`src/hw/slp_regs.svh`:
```
// constants of the sleep-mode controller: field positions, codes, timing counts
`ifndef SLP_REGS_SVH
`define SLP_REGS_SVH

// ******************************************
// mode codes of sleep_mode_select
// ******************************************
`define SLP_SEL_IDLE 3'h0
`define SLP_SEL_ADCNR 3'h1
`define SLP_SEL_PDOWN 3'h2
`define SLP_SEL_PSAVE 3'h3
`define SLP_SEL_STBY 3'h6
`define SLP_SEL_XSTBY 3'h7

// ******************************************
// mcu_ctrl_reg field positions
// ******************************************
`define SLP_MCR_BOFF_BIT 6
`define SLP_MCR_UNLOCK_BIT 5

// ******************************************
// timing
// ******************************************
`define SLP_CLK_MHZ 50
`define SLP_IRQ_HOLD_CYC 4
`define SLP_XTAL_WAKE_CYC 6
`define SLP_UNLOCK_WIN_CYC 4
`define SLP_BOFF_DELAY_CYC 3
`define SLP_BOFF_LIFE_CYC 3
`define SLP_BOD_WAKE_US 60
`define SLP_BOD_WAKE_CYC (`SLP_BOD_WAKE_US * `SLP_CLK_MHZ)

`endif

```
`src/hw/slp_pkg.sv`:
```
// types shared by the sleep-mode controller
package slp_pkg;

	// ******************************************
	// controller states, one-hot
	// ******************************************
	typedef enum logic [3:0] {
		SLP_ST_RUN = 4'h1,
		SLP_ST_SLEEP = 4'h2,
		SLP_ST_WAKE = 4'h4,
		SLP_ST_HOLD = 4'h8
	} slp_state_t;

	// ******************************************
	// decoded sleep mode
	// ******************************************
	typedef enum logic [2:0] {
		SLP_M_IDLE = 3'h0,
		SLP_M_ADCNR = 3'h1,
		SLP_M_PDOWN = 3'h2,
		SLP_M_PSAVE = 3'h3,
		SLP_M_STBY = 3'h6,
		SLP_M_XSTBY = 3'h7
	} slp_mode_t;

endpackage

```
`src/hw/slp_brownout_sleep_off_seq.sv`:
```
// timed write sequence of brownout_sleep_off in mcu_ctrl_reg
`timescale 1ns/1ns
`include "slp_regs.svh"
module slp_brownout_sleep_off_seq
	import slp_pkg::*;
(
	// clock and reset
	input wire logic clock_i,
	input wire logic srst_i,
	// cpu write to mcu_ctrl_reg
	input wire logic mcr_wr_i,
	input wire logic [7:0] mcr_wdata_i,
	// state
	output logic brownout_sleep_off_active_o,
	output logic brownout_sleep_off_bit_o
);
	typedef struct packed {
		logic [2:0] win;
		logic [2:0] dly;
		logic [2:0] life;
		logic bit_set;
		logic active;
	} slp_brownout_sleep_off_t;

	slp_brownout_sleep_off_t q, d;

	always_comb begin
		d = q;
		if (q.win != 3'h0) begin
			d.win = q.win - 3'h1;
		end
		if (q.dly != 3'h0) begin
			d.dly = q.dly - 3'h1;
			if (q.dly == 3'h1) begin
				d.active = 1'b1;
				d.life = 3'(`SLP_BOFF_LIFE_CYC);
			end
		end
		if (q.life != 3'h0) begin
			d.life = q.life - 3'h1;
			if (q.life == 3'h1) begin
				d.active = 1'b0;
				d.bit_set = 1'b0;
			end
		end
		if (mcr_wr_i) begin
			if (mcr_wdata_i[`SLP_MCR_BOFF_BIT] && mcr_wdata_i[`SLP_MCR_UNLOCK_BIT]) begin
				d.win = 3'(`SLP_UNLOCK_WIN_CYC);
			end else if (mcr_wdata_i[`SLP_MCR_BOFF_BIT] && q.win != 3'h0) begin
				d.win = 3'h0;
				d.bit_set = 1'b1;
				d.dly = 3'(`SLP_BOFF_DELAY_CYC);
			end else if (!mcr_wdata_i[`SLP_MCR_BOFF_BIT]) begin
				d.bit_set = 1'b0;
				d.active = 1'b0;
				d.dly = 3'h0;
				d.life = 3'h0;
			end
		end
	end

	always_ff @(posedge clock_i) begin
		if (srst_i) begin
			q <= '0;
		end else begin
			q <= d;
		end
	end

	assign brownout_sleep_off_active_o = q.active;
	assign brownout_sleep_off_bit_o = q.bit_set;
endmodule

```
`src/hw/slp_wake_filter.sv`:
```
// per-mode wake-up source qualification
`timescale 1ns/1ns
module slp_wake_filter
	import slp_pkg::*;
(
	// clock and reset
	input wire logic clock_i,
	input wire logic srst_i,
	// mode and configuration
	input wire slp_mode_t mode_i,
	input wire logic t2_async_i,
	input wire logic [1:0] t2_mask_i,
	input wire logic gie_i,
	// synchronised sources
	input wire logic [1:0] ext_irq_level_i,
	input wire logic [1:0] ext_irq_edge_i,
	input wire logic pin_change_i,
	input wire logic twi_match_i,
	input wire logic wdt_irq_i,
	input wire logic [1:0] t2_event_i,
	input wire logic spm_ready_i,
	input wire logic adc_done_i,
	input wire logic periph_irq_i,
	// qualified interrupt wake
	output logic irq_wake_o
);
	typedef struct packed {
		logic wake;
	} slp_wf_t;

	slp_wf_t q, d;
	logic async_src;
	logic t2_hit;

	always_comb begin
		d = q;
		// level only for deeper modes
		async_src = (|ext_irq_level_i) | pin_change_i | twi_match_i | wdt_irq_i;
		t2_hit = gie_i & (|(t2_event_i & t2_mask_i));
		unique case (mode_i)
			SLP_M_IDLE: begin
				d.wake = async_src | (|ext_irq_edge_i) | (|t2_event_i) | spm_ready_i
					| adc_done_i | periph_irq_i;
			end
			SLP_M_ADCNR: begin
				d.wake = async_src | adc_done_i | spm_ready_i
					| ((|t2_event_i) & t2_async_i);
			end
			SLP_M_PSAVE, SLP_M_XSTBY: begin
				d.wake = async_src | t2_hit;
			end
			default: begin
				d.wake = async_src;
			end
		endcase
	end

	always_ff @(posedge clock_i) begin
		if (srst_i) begin
			q <= '0;
		end else begin
			q <= d;
		end
	end

	assign irq_wake_o = q.wake;
endmodule

```
`src/hw/slp_ctrl.sv`:
```
// sleep-mode controller: entry, clock gating, wake-up timing, brown-out control
//
// Behaviour
// - sleep only when sleep_allow is one and sleep instruction runs; mode from select
// - select 000 Idle: cpu and flash clocks stop, others run; sync clock to timer stays off here
// - select 001 noise reduction: io, cpu, flash stop; converter, async, main run
// - noise reduction wakes only on listed converter, spm ready, timer, two-wire, watchdog, level, pin events
// - select 010 Power-down: oscillator off, all generated clocks halted
// - Power-down wakes only on resets, watchdog, two-wire match, level, pin change
// - Power-down wake delayed by fuse-selected start-up period
// - select 011 Power-save: timer_two runs, masked events wake with global enable
// - Power-save stops unused timer oscillator or main source; sync clock only to timer
// - select 110 with crystal Standby: oscillator kept, wake in six cycles
// - interrupt wake holds cpu four cycles beyond start-up, then resumes
// - sleep leaves register file and sram untouched
// - reset during sleep wakes; execution restarts at reset vector
// - deeper modes accept only level external interrupts
// - Idle accepts external and internal peripheral interrupts
// - converter enabled: entering Idle or noise reduction starts a conversion
// - software brown-out off only in deep modes and when fuses enable detector
// - detector off right after sleep entry, back on at wake-up
// - detector was off: wake time stretched to about 60 us
// - brownout_sleep_off at bit 6, one disables, resets to zero
// - unlock write, then within four cycles set; active after three, clears after three
// - select 111 with crystal Extended Standby: as Power-save, oscillator kept, six cycles; sync clock to timer stays off here
`timescale 1ns/1ns
`include "slp_regs.svh"
module slp_ctrl
	import slp_pkg::*;
#(
	parameter int unsigned BOD_WAKE_CYC = `SLP_BOD_WAKE_CYC
) (
	// clock and reset
	input wire logic clock_i,
	input wire logic srst_i,
	// cpu side
	input wire logic sleep_instr_i,
	input wire logic sleep_allow_i,
	input wire logic [2:0] sleep_mode_select_i,
	input wire logic mcr_wr_i,
	input wire logic [7:0] mcr_wdata_i,
	input wire logic gie_i,
	input wire logic [1:0] timer2_irq_mask_i,
	// configuration
	input wire logic [15:0] startup_cyc_i,
	input wire logic xtal_sel_i,
	input wire logic bod_fuse_en_i,
	input wire logic adc_enabled_i,
	input wire logic t2_enabled_i,
	input wire logic t2_async_i,
	// wake sources from pins and async logic
	input wire logic [1:0] ext_irq_level_i,
	input wire logic [1:0] ext_irq_edge_i,
	input wire logic pin_change_i,
	input wire logic twi_match_i,
	input wire logic wdt_irq_i,
	input wire logic [1:0] t2_event_i,
	// wake sources from synchronous logic
	input wire logic spm_ready_i,
	input wire logic adc_done_i,
	input wire logic periph_irq_i,
	input wire logic any_reset_i,
	// clock domain enables
	output logic cpu_clock_en_o,
	output logic flash_clock_en_o,
	output logic io_clock_en_o,
	output logic converter_clock_en_o,
	output logic async_timer_clock_en_o,
	output logic t2_sync_clock_en_o,
	output logic main_osc_en_o,
	output logic timer_osc_en_o,
	// status and control
	output logic bod_en_o,
	output logic adc_start_o,
	output logic sleeping_o,
	output logic irq_resume_o,
	output logic reset_vector_o,
	output logic brownout_sleep_off_o
);
	// ******************************************
	// state
	// ******************************************
	typedef struct packed {
		slp_state_t st;
		slp_mode_t mode;
		logic [15:0] cnt;
		logic bod_off;
		logic [1:0][3:0] sync;
		// first and second stage of {timer events, watchdog, edge irqs}
		logic [4:0] sync1;
		logic [4:0] sync2;
		logic cpu_en;
		logic flash_en;
		logic io_en;
		logic adc_en;
		logic asy_en;
		logic t2s_en;
		logic main_en;
		logic tosc_en;
		logic bod_en;
		logic adc_start;
		logic sleeping;
		logic irq_resume;
		logic rst_vec;
		logic brownout_sleep_off;
	} slp_ctrl_t;

	slp_ctrl_t q, d;
	logic irq_wake;
	logic brownout_sleep_off_active;
	logic brownout_sleep_off_bit;
	slp_mode_t sel_mode;

	// ******************************************
	// helpers
	// ******************************************
	// reserved selections fall back to Idle; standby without crystal acts as Power-down
	function automatic slp_mode_t decode_mode(input logic [2:0] sel, input logic xtal);
		unique case (sel)
			`SLP_SEL_IDLE: decode_mode = SLP_M_IDLE;
			`SLP_SEL_ADCNR: decode_mode = SLP_M_ADCNR;
			`SLP_SEL_PDOWN: decode_mode = SLP_M_PDOWN;
			`SLP_SEL_PSAVE: decode_mode = SLP_M_PSAVE;
			`SLP_SEL_STBY: decode_mode = xtal ? SLP_M_STBY : SLP_M_PDOWN;
			`SLP_SEL_XSTBY: decode_mode = xtal ? SLP_M_XSTBY : SLP_M_PSAVE;
			default: decode_mode = SLP_M_IDLE;
		endcase
	endfunction

	function automatic logic deep_mode(input slp_mode_t m);
		deep_mode = (m != SLP_M_IDLE) && (m != SLP_M_ADCNR);
	endfunction

	assign sel_mode = decode_mode(sleep_mode_select_i, xtal_sel_i);

	// ******************************************
	// submodules
	// ******************************************
	slp_brownout_sleep_off_seq u_brownout_sleep_off (
		.clock_i(clock_i),
		.srst_i(srst_i),
		.mcr_wr_i(mcr_wr_i),
		.mcr_wdata_i(mcr_wdata_i),
		.brownout_sleep_off_active_o(brownout_sleep_off_active),
		.brownout_sleep_off_bit_o(brownout_sleep_off_bit)
	);

	// pin sources enter after the second synchroniser stage only
	slp_wake_filter u_wake (
		.clock_i(clock_i),
		.srst_i(srst_i),
		.mode_i(q.mode),
		.t2_async_i(t2_async_i),
		.t2_mask_i(timer2_irq_mask_i),
		.gie_i(gie_i),
		.ext_irq_level_i(q.sync[1][1:0]),
		.ext_irq_edge_i(q.sync2[1:0]),
		.pin_change_i(q.sync[1][2]),
		.twi_match_i(q.sync[1][3]),
		.wdt_irq_i(q.sync2[2]),
		.t2_event_i(q.sync2[4:3]),
		.spm_ready_i(spm_ready_i),
		.adc_done_i(adc_done_i),
		.periph_irq_i(periph_irq_i),
		.irq_wake_o(irq_wake)
	);

	// ******************************************
	// next state
	// ******************************************
	always_comb begin
		d = q;
		// two-stage synchronisers for outside sources
		d.sync[0] = {twi_match_i, pin_change_i, ext_irq_level_i};
		d.sync[1] = q.sync[0];
		d.sync1 = {t2_event_i, wdt_irq_i, ext_irq_edge_i};
		d.sync2 = q.sync1;
		d.adc_start = 1'b0;
		d.irq_resume = 1'b0;
		d.brownout_sleep_off = brownout_sleep_off_bit;
		if (q.cnt != 16'h0) begin
			d.cnt = q.cnt - 16'h1;
		end
		unique case (q.st)
			SLP_ST_RUN: begin
				// register file and sram are not touched by any path here
				if (sleep_instr_i && sleep_allow_i) begin
					d.st = SLP_ST_SLEEP;
					d.mode = sel_mode;
					d.sleeping = 1'b1;
					d.cpu_en = 1'b0;
					d.flash_en = 1'b0;
					d.io_en = (sel_mode == SLP_M_IDLE);
					d.adc_en = (sel_mode == SLP_M_IDLE) || (sel_mode == SLP_M_ADCNR);
					d.asy_en = !deep_mode(sel_mode)
						|| ((sel_mode == SLP_M_PSAVE || sel_mode == SLP_M_XSTBY)
						&& t2_enabled_i && t2_async_i);
					// oscillator kept in standby modes; Power-down stops it
					d.main_en = !deep_mode(sel_mode) || sel_mode == SLP_M_STBY
						|| sel_mode == SLP_M_XSTBY
						|| (sel_mode == SLP_M_PSAVE && t2_enabled_i && !t2_async_i);
					d.t2s_en = sel_mode == SLP_M_PSAVE && t2_enabled_i && !t2_async_i;
					d.tosc_en = t2_enabled_i && t2_async_i && sel_mode != SLP_M_PDOWN
						&& sel_mode != SLP_M_STBY;
					d.adc_start = adc_enabled_i && !deep_mode(sel_mode);
					d.bod_off = brownout_sleep_off_active && bod_fuse_en_i && deep_mode(sel_mode);
					d.bod_en = !(brownout_sleep_off_active && bod_fuse_en_i && deep_mode(sel_mode));
				end
				// without sleep_allow the instruction simply retires
			end
			SLP_ST_SLEEP: begin
				if (irq_wake) begin
					d.st = SLP_ST_WAKE;
					d.bod_en = 1'b1;
					d.main_en = 1'b1;
					d.tosc_en = t2_enabled_i && t2_async_i;
					if (q.mode == SLP_M_STBY || q.mode == SLP_M_XSTBY) begin
						d.cnt = 16'(`SLP_XTAL_WAKE_CYC);
					end else if (deep_mode(q.mode)) begin
						d.cnt = startup_cyc_i;
					end else begin
						d.cnt = 16'h1;
					end
					if (q.bod_off && d.cnt < 16'(BOD_WAKE_CYC)) begin
						d.cnt = 16'(BOD_WAKE_CYC);
					end
				end
			end
			SLP_ST_WAKE: begin
				if (q.cnt <= 16'h1) begin
					d.st = SLP_ST_HOLD;
					d.cnt = 16'(`SLP_IRQ_HOLD_CYC);
					d.io_en = 1'b1;
					d.adc_en = 1'b1;
					d.asy_en = 1'b1;
					d.t2s_en = 1'b0;
				end
			end
			SLP_ST_HOLD: begin
				if (q.cnt <= 16'h1) begin
					d.st = SLP_ST_RUN;
					d.cpu_en = 1'b1;
					d.flash_en = 1'b1;
					d.sleeping = 1'b0;
					d.bod_off = 1'b0;
					d.irq_resume = 1'b1;
				end
			end
		endcase
		// a reset outside SLP_ST_RUN always wins and restarts at the reset vector
		d.rst_vec = 1'b0;
		if (any_reset_i && q.st != SLP_ST_RUN) begin
			d.st = SLP_ST_RUN;
			d.rst_vec = 1'b1;
			d.cpu_en = 1'b1;
			d.flash_en = 1'b1;
			d.io_en = 1'b1;
			d.adc_en = 1'b1;
			d.asy_en = 1'b1;
			d.t2s_en = 1'b0;
			d.main_en = 1'b1;
			d.tosc_en = t2_enabled_i && t2_async_i;
			d.bod_en = 1'b1;
			d.bod_off = 1'b0;
			d.sleeping = 1'b0;
			d.irq_resume = 1'b0;
			d.cnt = 16'h0;
		end
	end

	// ******************************************
	// registers
	// ******************************************
	always_ff @(posedge clock_i) begin
		if (srst_i) begin
			q <= '0;
			q.st <= SLP_ST_RUN;
			q.mode <= SLP_M_IDLE;
			q.cpu_en <= 1'b1;
			q.flash_en <= 1'b1;
			q.io_en <= 1'b1;
			q.adc_en <= 1'b1;
			q.asy_en <= 1'b1;
			q.main_en <= 1'b1;
			q.bod_en <= 1'b1;
		end else begin
			q <= d;
		end
	end

	// ******************************************
	// outputs, all from flip-flops
	// ******************************************
	assign cpu_clock_en_o = q.cpu_en;
	assign flash_clock_en_o = q.flash_en;
	assign io_clock_en_o = q.io_en;
	assign converter_clock_en_o = q.adc_en;
	assign async_timer_clock_en_o = q.asy_en;
	assign t2_sync_clock_en_o = q.t2s_en;
	assign main_osc_en_o = q.main_en;
	assign timer_osc_en_o = q.tosc_en;
	assign bod_en_o = q.bod_en;
	assign adc_start_o = q.adc_start;
	assign sleeping_o = q.sleeping;
	assign irq_resume_o = q.irq_resume;
	assign reset_vector_o = q.rst_vec;
	assign brownout_sleep_off_o = q.brownout_sleep_off;
endmodule

```
`config.mk`:
```
export PLATFORM = sky130hd
export DESIGN_NAME = slp_ctrl
export DESIGN_NICKNAME = d
export VERILOG_FILES = /design/src/hw/slp_pkg.sv /design/src/hw/slp_brownout_sleep_off_seq.sv /design/src/hw/slp_wake_filter.sv /design/src/hw/slp_ctrl.sv
export VERILOG_INCLUDE_DIRS = /design/src /design/src/hw
export SDC_FILE = /design/constraint.sdc
export NUM_CORES = 1
export LEC_CHECK = 0
export BUFFER_PORTS_ARGS = -buffer_cell sky130_fd_sc_hd__buf_4
export CORE_UTILIZATION = 48
export CTS_BUF_LIST = sky130_fd_sc_hd__clkbuf_4 sky130_fd_sc_hd__clkbuf_8 sky130_fd_sc_hd__clkbuf_16
export DETAILED_ROUTE_END_ITERATION = 8
export GPL_TIMING_DRIVEN = 0
export MAX_ROUTING_LAYER = met4
export PLACE_DENSITY = 0.71
export SYNTH_ARGS = -nofsm -noshare
export SYNTH_HDL_FRONTEND = slang
export SYNTH_HIERARCHICAL = 1
export SYNTH_SLANG_ARGS = --single-unit
```
`constraint.sdc`:
```
create_clock -name clock_i -period 2.1 [get_ports clock_i]
set_input_delay 0.21 -clock clock_i [delete_from_list [all_inputs] [get_ports clock_i]]
set_output_delay 0.21 -clock clock_i [all_outputs]
set_load 0.01 [all_outputs]
```
==> metrics, run 1 <==
status complete, but fails checks; violated checks DRC; via count between 2000 and 3000; FP Rows 29; Reg2Reg Setup Slack between 0.1 and 0.15 ns; Setup CP Type reg2reg; CP top delay family simple AND/OR/NAND/NOR gates; DRC errors left 2; register area share after synthesis ~41%; Reg-to-Reg Start q[55]$_SDFFE_PP0P_; min-delay src startup_cyc_i[14]; total area of sequential cells between 1000 and 1500 um2; vias in the first global route roughly 2900; switch share a little over a third; Levels on crit path 8; Slew @ Worst Pin 0.538 ns; Sw Pwr 1.60 mW; CP Max Fanout 10; CP max stage delay 0.53 ns; synthesized cell area around 3300 um2; Logic pwr share between 30% and 40%; fin worst setup slack between 0.1 and 0.15 ns; Min Hold Slack 0.0657 ns; type of the most critical hold path in2reg; top-count cell post-synth dfxtp_1; Setup WS pre-CTS -0.0841 ns; Final TNS setup 0 ns; H-Tree Depth 3; ranking of synthesized cells by area dfxtp_1 (41%), ha_1 (4.6%), nor2b_1 (4.2%); Mapped Cells approximately 360; Global Route Usage Sum a little under a quarter; Worst Hold End q[47]$_SDFF_PP0_; core box area roughly 6500 um2; fin. max-slew vios 0; initial core utilization between 50% and 60%; R2R cell count 8; Yosys cell types 63; die area roughly 7100 um2; grt ovf 0; Post-layout nets between 400 and 500; clock tree buffer depth 2; r2r endpoint q[38]$_SDFF_PP0_; chip height between 80 and 90 um; crit path DAT 2.26 ns; Syn-to-layout area delta 25.7%; mean cell area of the mapped netlist approximately 9 um2; synthesized net count approximately 420; clock power share 25.5%; Slew HR 63.6%; Max IR drop VDD about 0.89 mV; Hold Vio Cnt, Final 0; Clock Sinks 67; clk_lat worst skew between 0.3 and 0.4 ns; Power Density 1070 nW/um2; f_max 505 MHz; FILL cells roughly 560; Seq pwr share between 30% and 40%; ys flop type dfxtp_1; Slowest-stage cell, CP or4b_4; Setup crit end kind register; Yosys top cell by area dfxtp_1; largest net degree at the start of global routing 15; Final period util 94.3%; crit start category register; WL final approximately 7.6 mm; Design Area, Final 4090 um2; Max-Cap Viols 0; Detailed Place HPWL approximately 5.7 mm; clk root buf clkbuf_8; Post-DRT Antenna Nets 0; gpl congestion 0.796; asr flop ratio synth 0%; CTS clock-pin slew for the worst setup and hold paths ~0.090 ns; area share of the largest cell type after synthesis just over 40%; Placement Cell Area 3800 um2; CTS Buf Count 9; Hold Crit Depth 2; Crit path top cell by count buf_6; # setup viols final 0; Antenna Cells 0; list of most frequent post-synthesis cells dfxtp_1 (67), nor2_1 (27), a21oi_1 (24), nand2_1 (22), nor2b_1 (22); Multi-input gate area ~1800 um2; crit-path cells buf_6, or4b_4, buf_6, a21o_1, nor2_2, nand2_1, buf_6, o22ai_1; IO Pins 67; synthesized flop and latch total 67; Buffers on Ports 60; number of detailed-route iterations in the first pass 6; Min Clock Period, post-route 1.98 ns; Buf/Inv on CP 3; RSZ-0062 raised after global routing false; routed vias/inst approximately 5.6; layout cells sized above 1 roughly 25%; Iteration-0 DRC Markers 218; P_leak roughly 1.7 nW; number of synthesized flops with an enable pin 0; initial antenna violation count 0; Die Wd 84.3 um; CTS tree yes; WL per Instance between 10 and 15 um; CP Data Required Time around 2.4 ns; Ys Warns 6; CTS Hold Buffers Added 0; Pint between 2 and 3 mW; first-pass GRT wire length between 10 and 15 mm; number of flip-flops in the largest register 33; Setup Skew 0.0120 ns; Most flops, register q
-- through the flow --
| stage | utilization, % | cells | power [mW] |
|---|---|---|---|
| after floorplan | - | 358 | 2.78 |
| after global placement | 58.8 | 495 | 3.11 |
| after detailed placement | 58.8 | 495 | 3.17 |
| after CTS | 62.3 | 511 | 4.31 |
| after global routing | 63.3 | 513 | 4.67 |
| final | 63.3 | 513 | 4.38 |
-- logic make-up (layout without fill, tap and decap cells) --
logic type	Yosys count	in the layout	share of synthesized area [%]
mux	9	9	2.77
fa+ha+maj	13	13	4.93
compound gates	79	79	16.3
simple gates	151	151	27.6
flops	67	67	41.3
buf+inv	27	105	3.96
xor+xnor	12	12	3.23
-- worst max-delay path by stage --
| stage | from | to | slack [ns] |
|---|---|---|---|
| finish | q[55]$_SDFFE_PP0P_ | q[38]$_SDFF_PP0_ | 0.12 |
| detailed placement | q[41]$_SDFF_PP0_ | q[42]$_SDFF_PP0_ | -0.08 |
| CTS | q[38]$_SDFF_PP0_ | q[42]$_SDFF_PP0_ | 0.02 |
| floorplan | q[55]$_SDFFE_PP0P_ | q[39]$_SDFF_PP0_ | 0.26 |
| global route | q[33]$_SDFF_PP0_ | q[47]$_SDFF_PP0_ | 0.001 |
| global placement | q[41]$_SDFF_PP0_ | q[38]$_SDFF_PP0_ | -0.04 |
-- power by group through the flow --
stage	Combinational, mW	Clock (mW)	Sequential, mW
after floorplan	1.17	0	1.61
after global placement	1.48	0	1.63
after detailed placement	1.53	0	1.64
after CTS	1.57	1.12	1.62
after global routing	1.82	1.19	1.66
final	1.63	1.12	1.63
-- repair_timing --
item,4_1_cts,5_1_grt
buffers inserted,0,3
endpoints found under the setup margin,10,16
gates resized for setup,3,11
hold endpoints to repair,0,0
pin swaps,0,2
-- per-layer routing --
metal  up-vias  share of wire (%)  GRT usage, %
met5         -                  0             -
met3        12                4.6          4.42
met2        59                 51          39.0
li1       1444                  -             -
met1      1343                 43          27.5
met4         0                1.4          10.5
-- worst register-to-register path, cell delays in order (launching register included) --
cell	delay, ns
dfxtp_1	0.31
buf_6	0.13
or4b_4	0.53
buf_6	0.15
a21o_1	0.20
nor2_2	0.16
nand2_1	0.11
buf_6	0.16
o22ai_1	0.17
-- cell usage in the layout, fill, tap and decap left out, types with 3 or more instances in the layout --
cell type  instances
nor3_1            10
xor2_1             7
a211oi_1           4
nand2_1           22
a21o_1             3
o2bb2ai_1          6
a21oi_1           24
and3_1             3
nand3_1           14
or3_1              3
buf_4             64
o22ai_1            5
inv_6              4
mux2i_1            9
clkbuf_8           9
nor3b_1            6
nor4_1             7
a31oi_1            5
clkbuf_1           4
nor2_1            27
ha_1              12
nand2b_1           3
o21ai_0           11
xnor2_1            5
buf_6              3
nand4_1            6
dfxtp_1           66
inv_1             15
nor2b_1           22
-- area by class of cell --
cell class	instances	area share, %
clock buffer	9	3.03
tap	77	2.36
buffer	11	1.75
timing repair buffer	63	11.6
sequential	67	32.9
clock inverter	7	1.99
multi-input combinational	264	45.1
inverter	15	1.38
Note: power is estimated with default switching activity, not from simulation.
==> run 2: changes to the inputs <==
--- a/config.mk
+++ b/config.mk
@@ -12,7 +12,7 @@
 export DETAILED_ROUTE_END_ITERATION = 8
 export GPL_TIMING_DRIVEN = 0
 export MAX_ROUTING_LAYER = met4
-export PLACE_DENSITY = 0.71
+export PLACE_DENSITY_LB_ADDON = 0.2
 export SYNTH_ARGS = -nofsm -noshare
 export SYNTH_HDL_FRONTEND = slang
 export SYNTH_HIERARCHICAL = 1
==> metrics, run 2 (synthesis results as in run 1) <==
violated checks DRC; Most flops, register q; CTS Hold Buffers Added 0; Global Route Usage Sum a little under a quarter; clk root buf clkbuf_8; Die Wd roughly 84 um; Pint 2.93 mW; P_leak 1.70 nW; Placement Cell Area about 3800 um2; Syn-to-layout area delta 26.7%; crit path DAT between 2 and 2.5 ns; Detailed Place HPWL ~5.6 mm; Routed met1 length about 3.3 mm; DR WL met3 approximately 340 um; Worst Hold End d[31]$_SDFF_PP0_; Antenna Cells 0; Setup CP Type reg2reg; initial antenna violation count 0; chip height between 80 and 90 um; total power about 4.4 mW; fin worst setup slack 0.0989 ns; Crit path top cell by count buf_6; Reg-to-Reg Start q[55]$_SDFFE_PP0P_; crit start category register; Setup Skew 0.00852 ns; IO Pins 67; Hold Crit Depth 2; FILL cells approximately 550; number of detailed-route iterations in the first pass 6; CTS tree yes; status complete, but fails checks; Post-DRT Antenna Nets 0; R2R cell count 7; core box area between 6000 and 7000 um2; CP max stage delay roughly 0.53 ns; Logic pwr share 35.9%; Clock Sinks 67; Setup crit end kind register; routed vias/inst 5.69; CP Data Required Time 2.36 ns; Seq pwr share a little under two fifths; Reg2Reg Setup Slack just under 0.1 ns; first-pass GRT wire length around 13 mm; crit-path cells buf_6, or4b_4, buf_6, a21oi_4, nand2_4, nor3b_4, o2bb2ai_1; die area between 7000 and 8000 um2; Slew @ Worst Pin roughly 0.50 ns; fin. max-slew vios 0; via count 2912; Design Area, Final just over 4000 um2; FP Rows 29; H-Tree Depth 3; Max IR drop VDD around 0.68 mV; vias in the first global route around 2700; clock tree buffer depth 2; # setup viols final 0; most frequent cells in the layout dfxtp_1 (66), buf_4 (63), nor2_1 (27), a21oi_1 (24); grt ovf 0; r2r endpoint q[47]$_SDFF_PP0_; clk_lat worst skew 0.33 ns; Sw Pwr roughly 1.5 mW; DRC errors left 6; Power Density 1080 nW/um2; CTS Buf Count 9; Iteration-0 DRC Markers approximately 210; layout cells sized above 1 between 20% and 30%; min-delay src twi_match_i; commonest non-fill, non-tap cell in the layout dfxtp_1; Final period util a little over nine tenths; largest net degree at the start of global routing 13; Min Clock Period, post-route 2.00 ns; Multi-input gate area ~1900 um2; Hold Vio Cnt, Final 0; f_max ~500 MHz; CP Max Fanout 8; total area of sequential cells about 1300 um2; Setup WS pre-CTS -0.0769 ns; WL per Instance around 15 um; Post-layout nets a little under 500; Buffers on Ports 60; met2 wire len 3.79 mm; initial core utilization between 50% and 60%; Max-Cap Viols 0; switch share 34.0%; type of the most critical hold path in2reg; Slew HR between 60 and 70%; number of flip-flops in the largest register 33; gpl congestion slightly below 0.9; WL final around 7.6 mm; CTS clock-pin slew for the worst setup and hold paths 0.07 ns; top layer used by detailed routing met4; Slowest-stage cell, CP or4b_4; clock power share between 20 and 30%
run 2: worst max-delay path: cells and delay by family (launching register included):
kind                   cells  cell delay, ns
and+or+nand+nor            3            0.94
AOI/OAI and AO/OA          2            0.38
DFF                        1            0.31
buffers and inverters      2            0.28
run 2: worst max-delay path by stage:
stage | from | to | depth (start not counted)
2_1_floorplan | q[55]$_SDFFE_PP0P_ | q[39]$_SDFF_PP0_ | 7
3_3_place_gp | q[41]$_SDFF_PP0_ | q[38]$_SDFF_PP0_ | 6
3_5_place_dp | q[41]$_SDFF_PP0_ | q[40]$_SDFF_PP0_ | 6
4_1_cts | q[54]$_SDFFE_PP0P_ | q[46]$_SDFF_PP0_ | 7
5_1_grt | q[50]$_SDFFE_PP0P_ | q[36]$_SDFF_PP0_ | 7
6_report | q[55]$_SDFFE_PP0P_ | q[47]$_SDFF_PP0_ | 7
run 2: area by class of cell:
class	instances	area share (%)
well taps	77	2.34
clock inverters	5	2.10
clock buffers	11	3.52
repair buffers	62	11.3
inverters	15	1.37
flip-flops and latches	67	32.6
plain buffers	11	1.67
multi-input cells	264	45.1
run 2: metal layers:
metal | global-route usage [%] | vias to the layer above
li1 | - | 1444
met5 | - | -
met2 | 38.2 | 74
met1 | 26.8 | 1378
met3 | 4.92 | 16
met4 | 6.90 | 0
run 2: timing repair:
| item | CTS | global route |
|---|---|---|
| hold endpoints to repair | 0 | 0 |
| setup buffers | 0 | 2 |
| endpoints found under the setup margin | 10 | 15 |
| pin swaps | 0 | 3 |
| resized for setup | 3 | 10 |
run 2: power by group through the flow:
stage | sequential [mW] | clock, mW | combinational [mW]
3_5_place_dp | 1.63 | 0 | 1.51
4_1_cts | 1.61 | 1.24 | 1.54
6_report | 1.64 | 1.21 | 1.59
3_3_place_gp | 1.63 | 0 | 1.47
2_1_floorplan | 1.61 | 0 | 1.17
5_1_grt | 1.67 | 1.29 | 1.78
run 2: metrics by stage:
| stage | instances | utilization, % | TNS, ns | hold slack (ns) |
|---|---|---|---|---|
| final | 512 | 63.8 | 0 | 0.0828 |
| after global routing | 512 | 63.8 | -0.00355 | 0.0713 |
| after CTS | 511 | 62.7 | 0 | 0.0644 |
| after detailed placement | 495 | 58.8 | -0.561 | 0.424 |
| after global placement | 495 | 58.8 | -0.353 | 0.417 |
| after floorplan | 358 | - | 0 | 0.279 |
==> run 3: changes to the inputs <==
--- a/config.mk
+++ b/config.mk
@@ -13,6 +13,7 @@
 export GPL_TIMING_DRIVEN = 0
 export MAX_ROUTING_LAYER = met4
 export PLACE_DENSITY_LB_ADDON = 0.2
+export SLEW_MARGIN = 25
 export SYNTH_ARGS = -nofsm -noshare
 export SYNTH_HDL_FRONTEND = slang
 export SYNTH_HIERARCHICAL = 1
==> constraint.sdc (replaced) <==
create_clock -name clock_i -period 1.7 [get_ports clock_i]
set_input_delay 0.17 -clock clock_i [delete_from_list [all_inputs] [get_ports clock_i]]
set_output_delay 0.17 -clock clock_i [all_outputs]
set_load 0.01 [all_outputs]
==> metrics, run 3 (synthesis results as in run 1) <==
status complete, but fails checks; violated checks DRC, setup timing; largest net degree at the start of global routing 14; Die Wd between 80 and 90 um; Post-DRT Antenna Nets 0; Min Hold Slack between 0.02 and 0.03 ns; Post-Layout Cell Count 535; CP Max Fanout 7; clk root buf clkbuf_8; r2r endpoint q[39]$_SDFF_PP0_; routed vias/inst around 5.7; Detailed Place HPWL 5.82 mm; Min Clock Period, post-route 1.86 ns; DRC errors left 2; Pint between 3 and 4 mW; met2 wire len around 4.4 mm; core box area 6460 um2; most frequent cells in the layout buf_4 (82), dfxtp_1 (57), nor2_1 (26), a21oi_1 (22), nor2b_1 (21); via count 3050; clock tree buffer depth 2; P_leak about 1.9 nW; # setup viols final 21; CTS clock-pin slew for the worst setup and hold paths 0.08 ns; DR WL met3 around 320 um; clk_lat worst skew 0.35 ns; type of the most critical hold path in2reg; f_max 536 MHz; Setup crit end kind register; Reg2Reg Setup Slack -0.16 ns; CTS tree yes; grt ovf 0; Slew HR a little under three fifths; Syn-to-layout area delta 40.7%; RSZ-0062 raised after global routing true; Max-Cap Viols 0; WL final around 8.7 mm; Slew @ Worst Pin approximately 0.63 ns; crit path DAT ~2.2 ns; Clock Sinks 67; Iteration-0 DRC Markers approximately 210; Post-layout nets between 500 and 600; Antenna Cells 0; switch share 35.7%; Power Density around 1300 nW/um2; Setup CP Type reg2reg; CTS Hold Buffers Added 0; initial core utilization 50.3%; CP Data Required Time about 2 ns; Final period util 110%; Buffers on Ports 60; chip height 84.3 um; placed cells 495; Final TNS setup -1.30 ns; Sw Pwr roughly 2.1 mW; commonest non-fill, non-tap cell in the layout buf_4; number of detailed-route iterations in the first pass 6; R2R cell count 5; layout cells sized above 1 38.6%; FILL cells 500; first-pass GRT wire length approximately 14 mm; Worst setup startpoint q[54]$_SDFFE_PP0P_; fin. max-slew vios 0; fin worst setup slack -0.165 ns; crit start category register; CTS Buf Count 9; Routed met1 length around 3.8 mm; FP Rows 29; Reg-to-Reg Start q[54]$_SDFFE_PP0P_; Setup Skew slightly above 0.009 ns; number of flip-flops in the largest register 33; total area of sequential cells about 1400 um2; Seq pwr share roughly a third; initial antenna violation count 0; Most flops, register q; Worst setup endpoint q[39]$_SDFF_PP0_; Global Route Usage Sum between 20% and 30%; gpl congestion 0.805; vias in the first global route about 2900; Multi-input gate area 2100 um2; WL per Instance between 15 and 20 um; clock power share ~25%; Hold Vio Cnt, Final 0; IO Pins 67; Logic pwr share 41.1%; top layer used by detailed routing met4; die area 7100 um2; H-Tree Depth 3; Max IR drop VDD a little over 0.7 mV
-- run 3: changes by cell type in the layout (fill, tap and decap cells not counted), sizes merged --
| cell | before | now |
|---|---|---|
| buf | 67 | 91 |
| clkbuf | 17 | 14 |
| clkinv | 3 | 2 |
| clkinvlp | 0 | 1 |
| inv | 15 | 17 |
-- run 3: layout make-up --
| cell class | instances | share of cell area, % |
|---|---|---|
| Multi-Input combinational cell | 264 | 45.9 |
| Buffer | 8 | 0.985 |
| Tap cell | 77 | 2.11 |
| Sequential cell | 67 | 29.9 |
| Timing Repair Buffer | 88 | 15.0 |
| Clock buffer | 9 | 2.71 |
| Clock inverter | 7 | 2.16 |
| Inverter | 15 | 1.23 |
-- run 3: worst max-delay path, stage by stage (launching register included) --
cell and delay (ns):
dfxtp_4 0.38, or4b_4 0.58, a21oi_4 0.27, nand2_4 0.09, nor3b_4 0.32, o2bb2ai_1 0.16
-- run 3: layer usage --
metal	GRT usage, %	vias to the layer above
met5	-	-
met4	11.8	0
met3	5.51	19
met2	41.4	84
met1	29.3	1457
li1	-	1490
-- run 3: worst min path at each step --
stage / endpoint / cells past startpoint / slack, ns / startpoint
4_1_cts: d[16]$_SDFF_PP0_ / 2 / 0.01 / wdt_irq_i
3_3_place_gp: d[29]$_SDFF_PP0_ / 2 / 0.38 / ext_irq_level_i[1]
6_report: d[29]$_SDFF_PP0_ / 2 / 0.03 / ext_irq_level_i[1]
3_5_place_dp: d[15]$_SDFF_PP0_ / 2 / 0.39 / ext_irq_edge_i[1]
5_1_grt: d[17]$_SDFF_PP0_ / 2 / 0.01 / t2_event_i[0]
2_1_floorplan: u_brownout_sleep_off/q[8]$_SDFF_PP0_ / 1 / 0.24 / srst_i
-- run 3: repair_timing --
| action | CTS | global route |
|---|---|---|
| cloned | 0 | 1 |
| gates resized for setup | 34 | 57 |
| buffers inserted | 12 | 16 |
| pin swaps | 15 | 28 |
| setup endpoints to repair | 35 | 32 |
-- run 3: power groups by stage --
stage	logic, mW	registers [mW]	clock network [mW]
floorplan	1.46	1.99	0
global placement	1.84	2.02	0
detailed placement	1.89	2.02	0
CTS	2.15	2.03	1.52
global route	2.73	2.09	1.60
finish	2.48	2.06	1.49
-- run 3: through the flow --
step | instance area (um2) | setup WS (ns) | util (%) | total power, mW
5_1_grt | 4570 | -0.212 | 70.8 | 6.41
3_5_place_dp | 3800 | -0.388 | 58.9 | 3.91
3_3_place_gp | 3800 | -0.402 | 58.9 | 3.85
2_1_floorplan | 3260 | -0.0771 | - | 3.44
6_report | 4570 | -0.165 | 70.8 | 6.02
4_1_cts | 4230 | -0.121 | 65.5 | 5.69
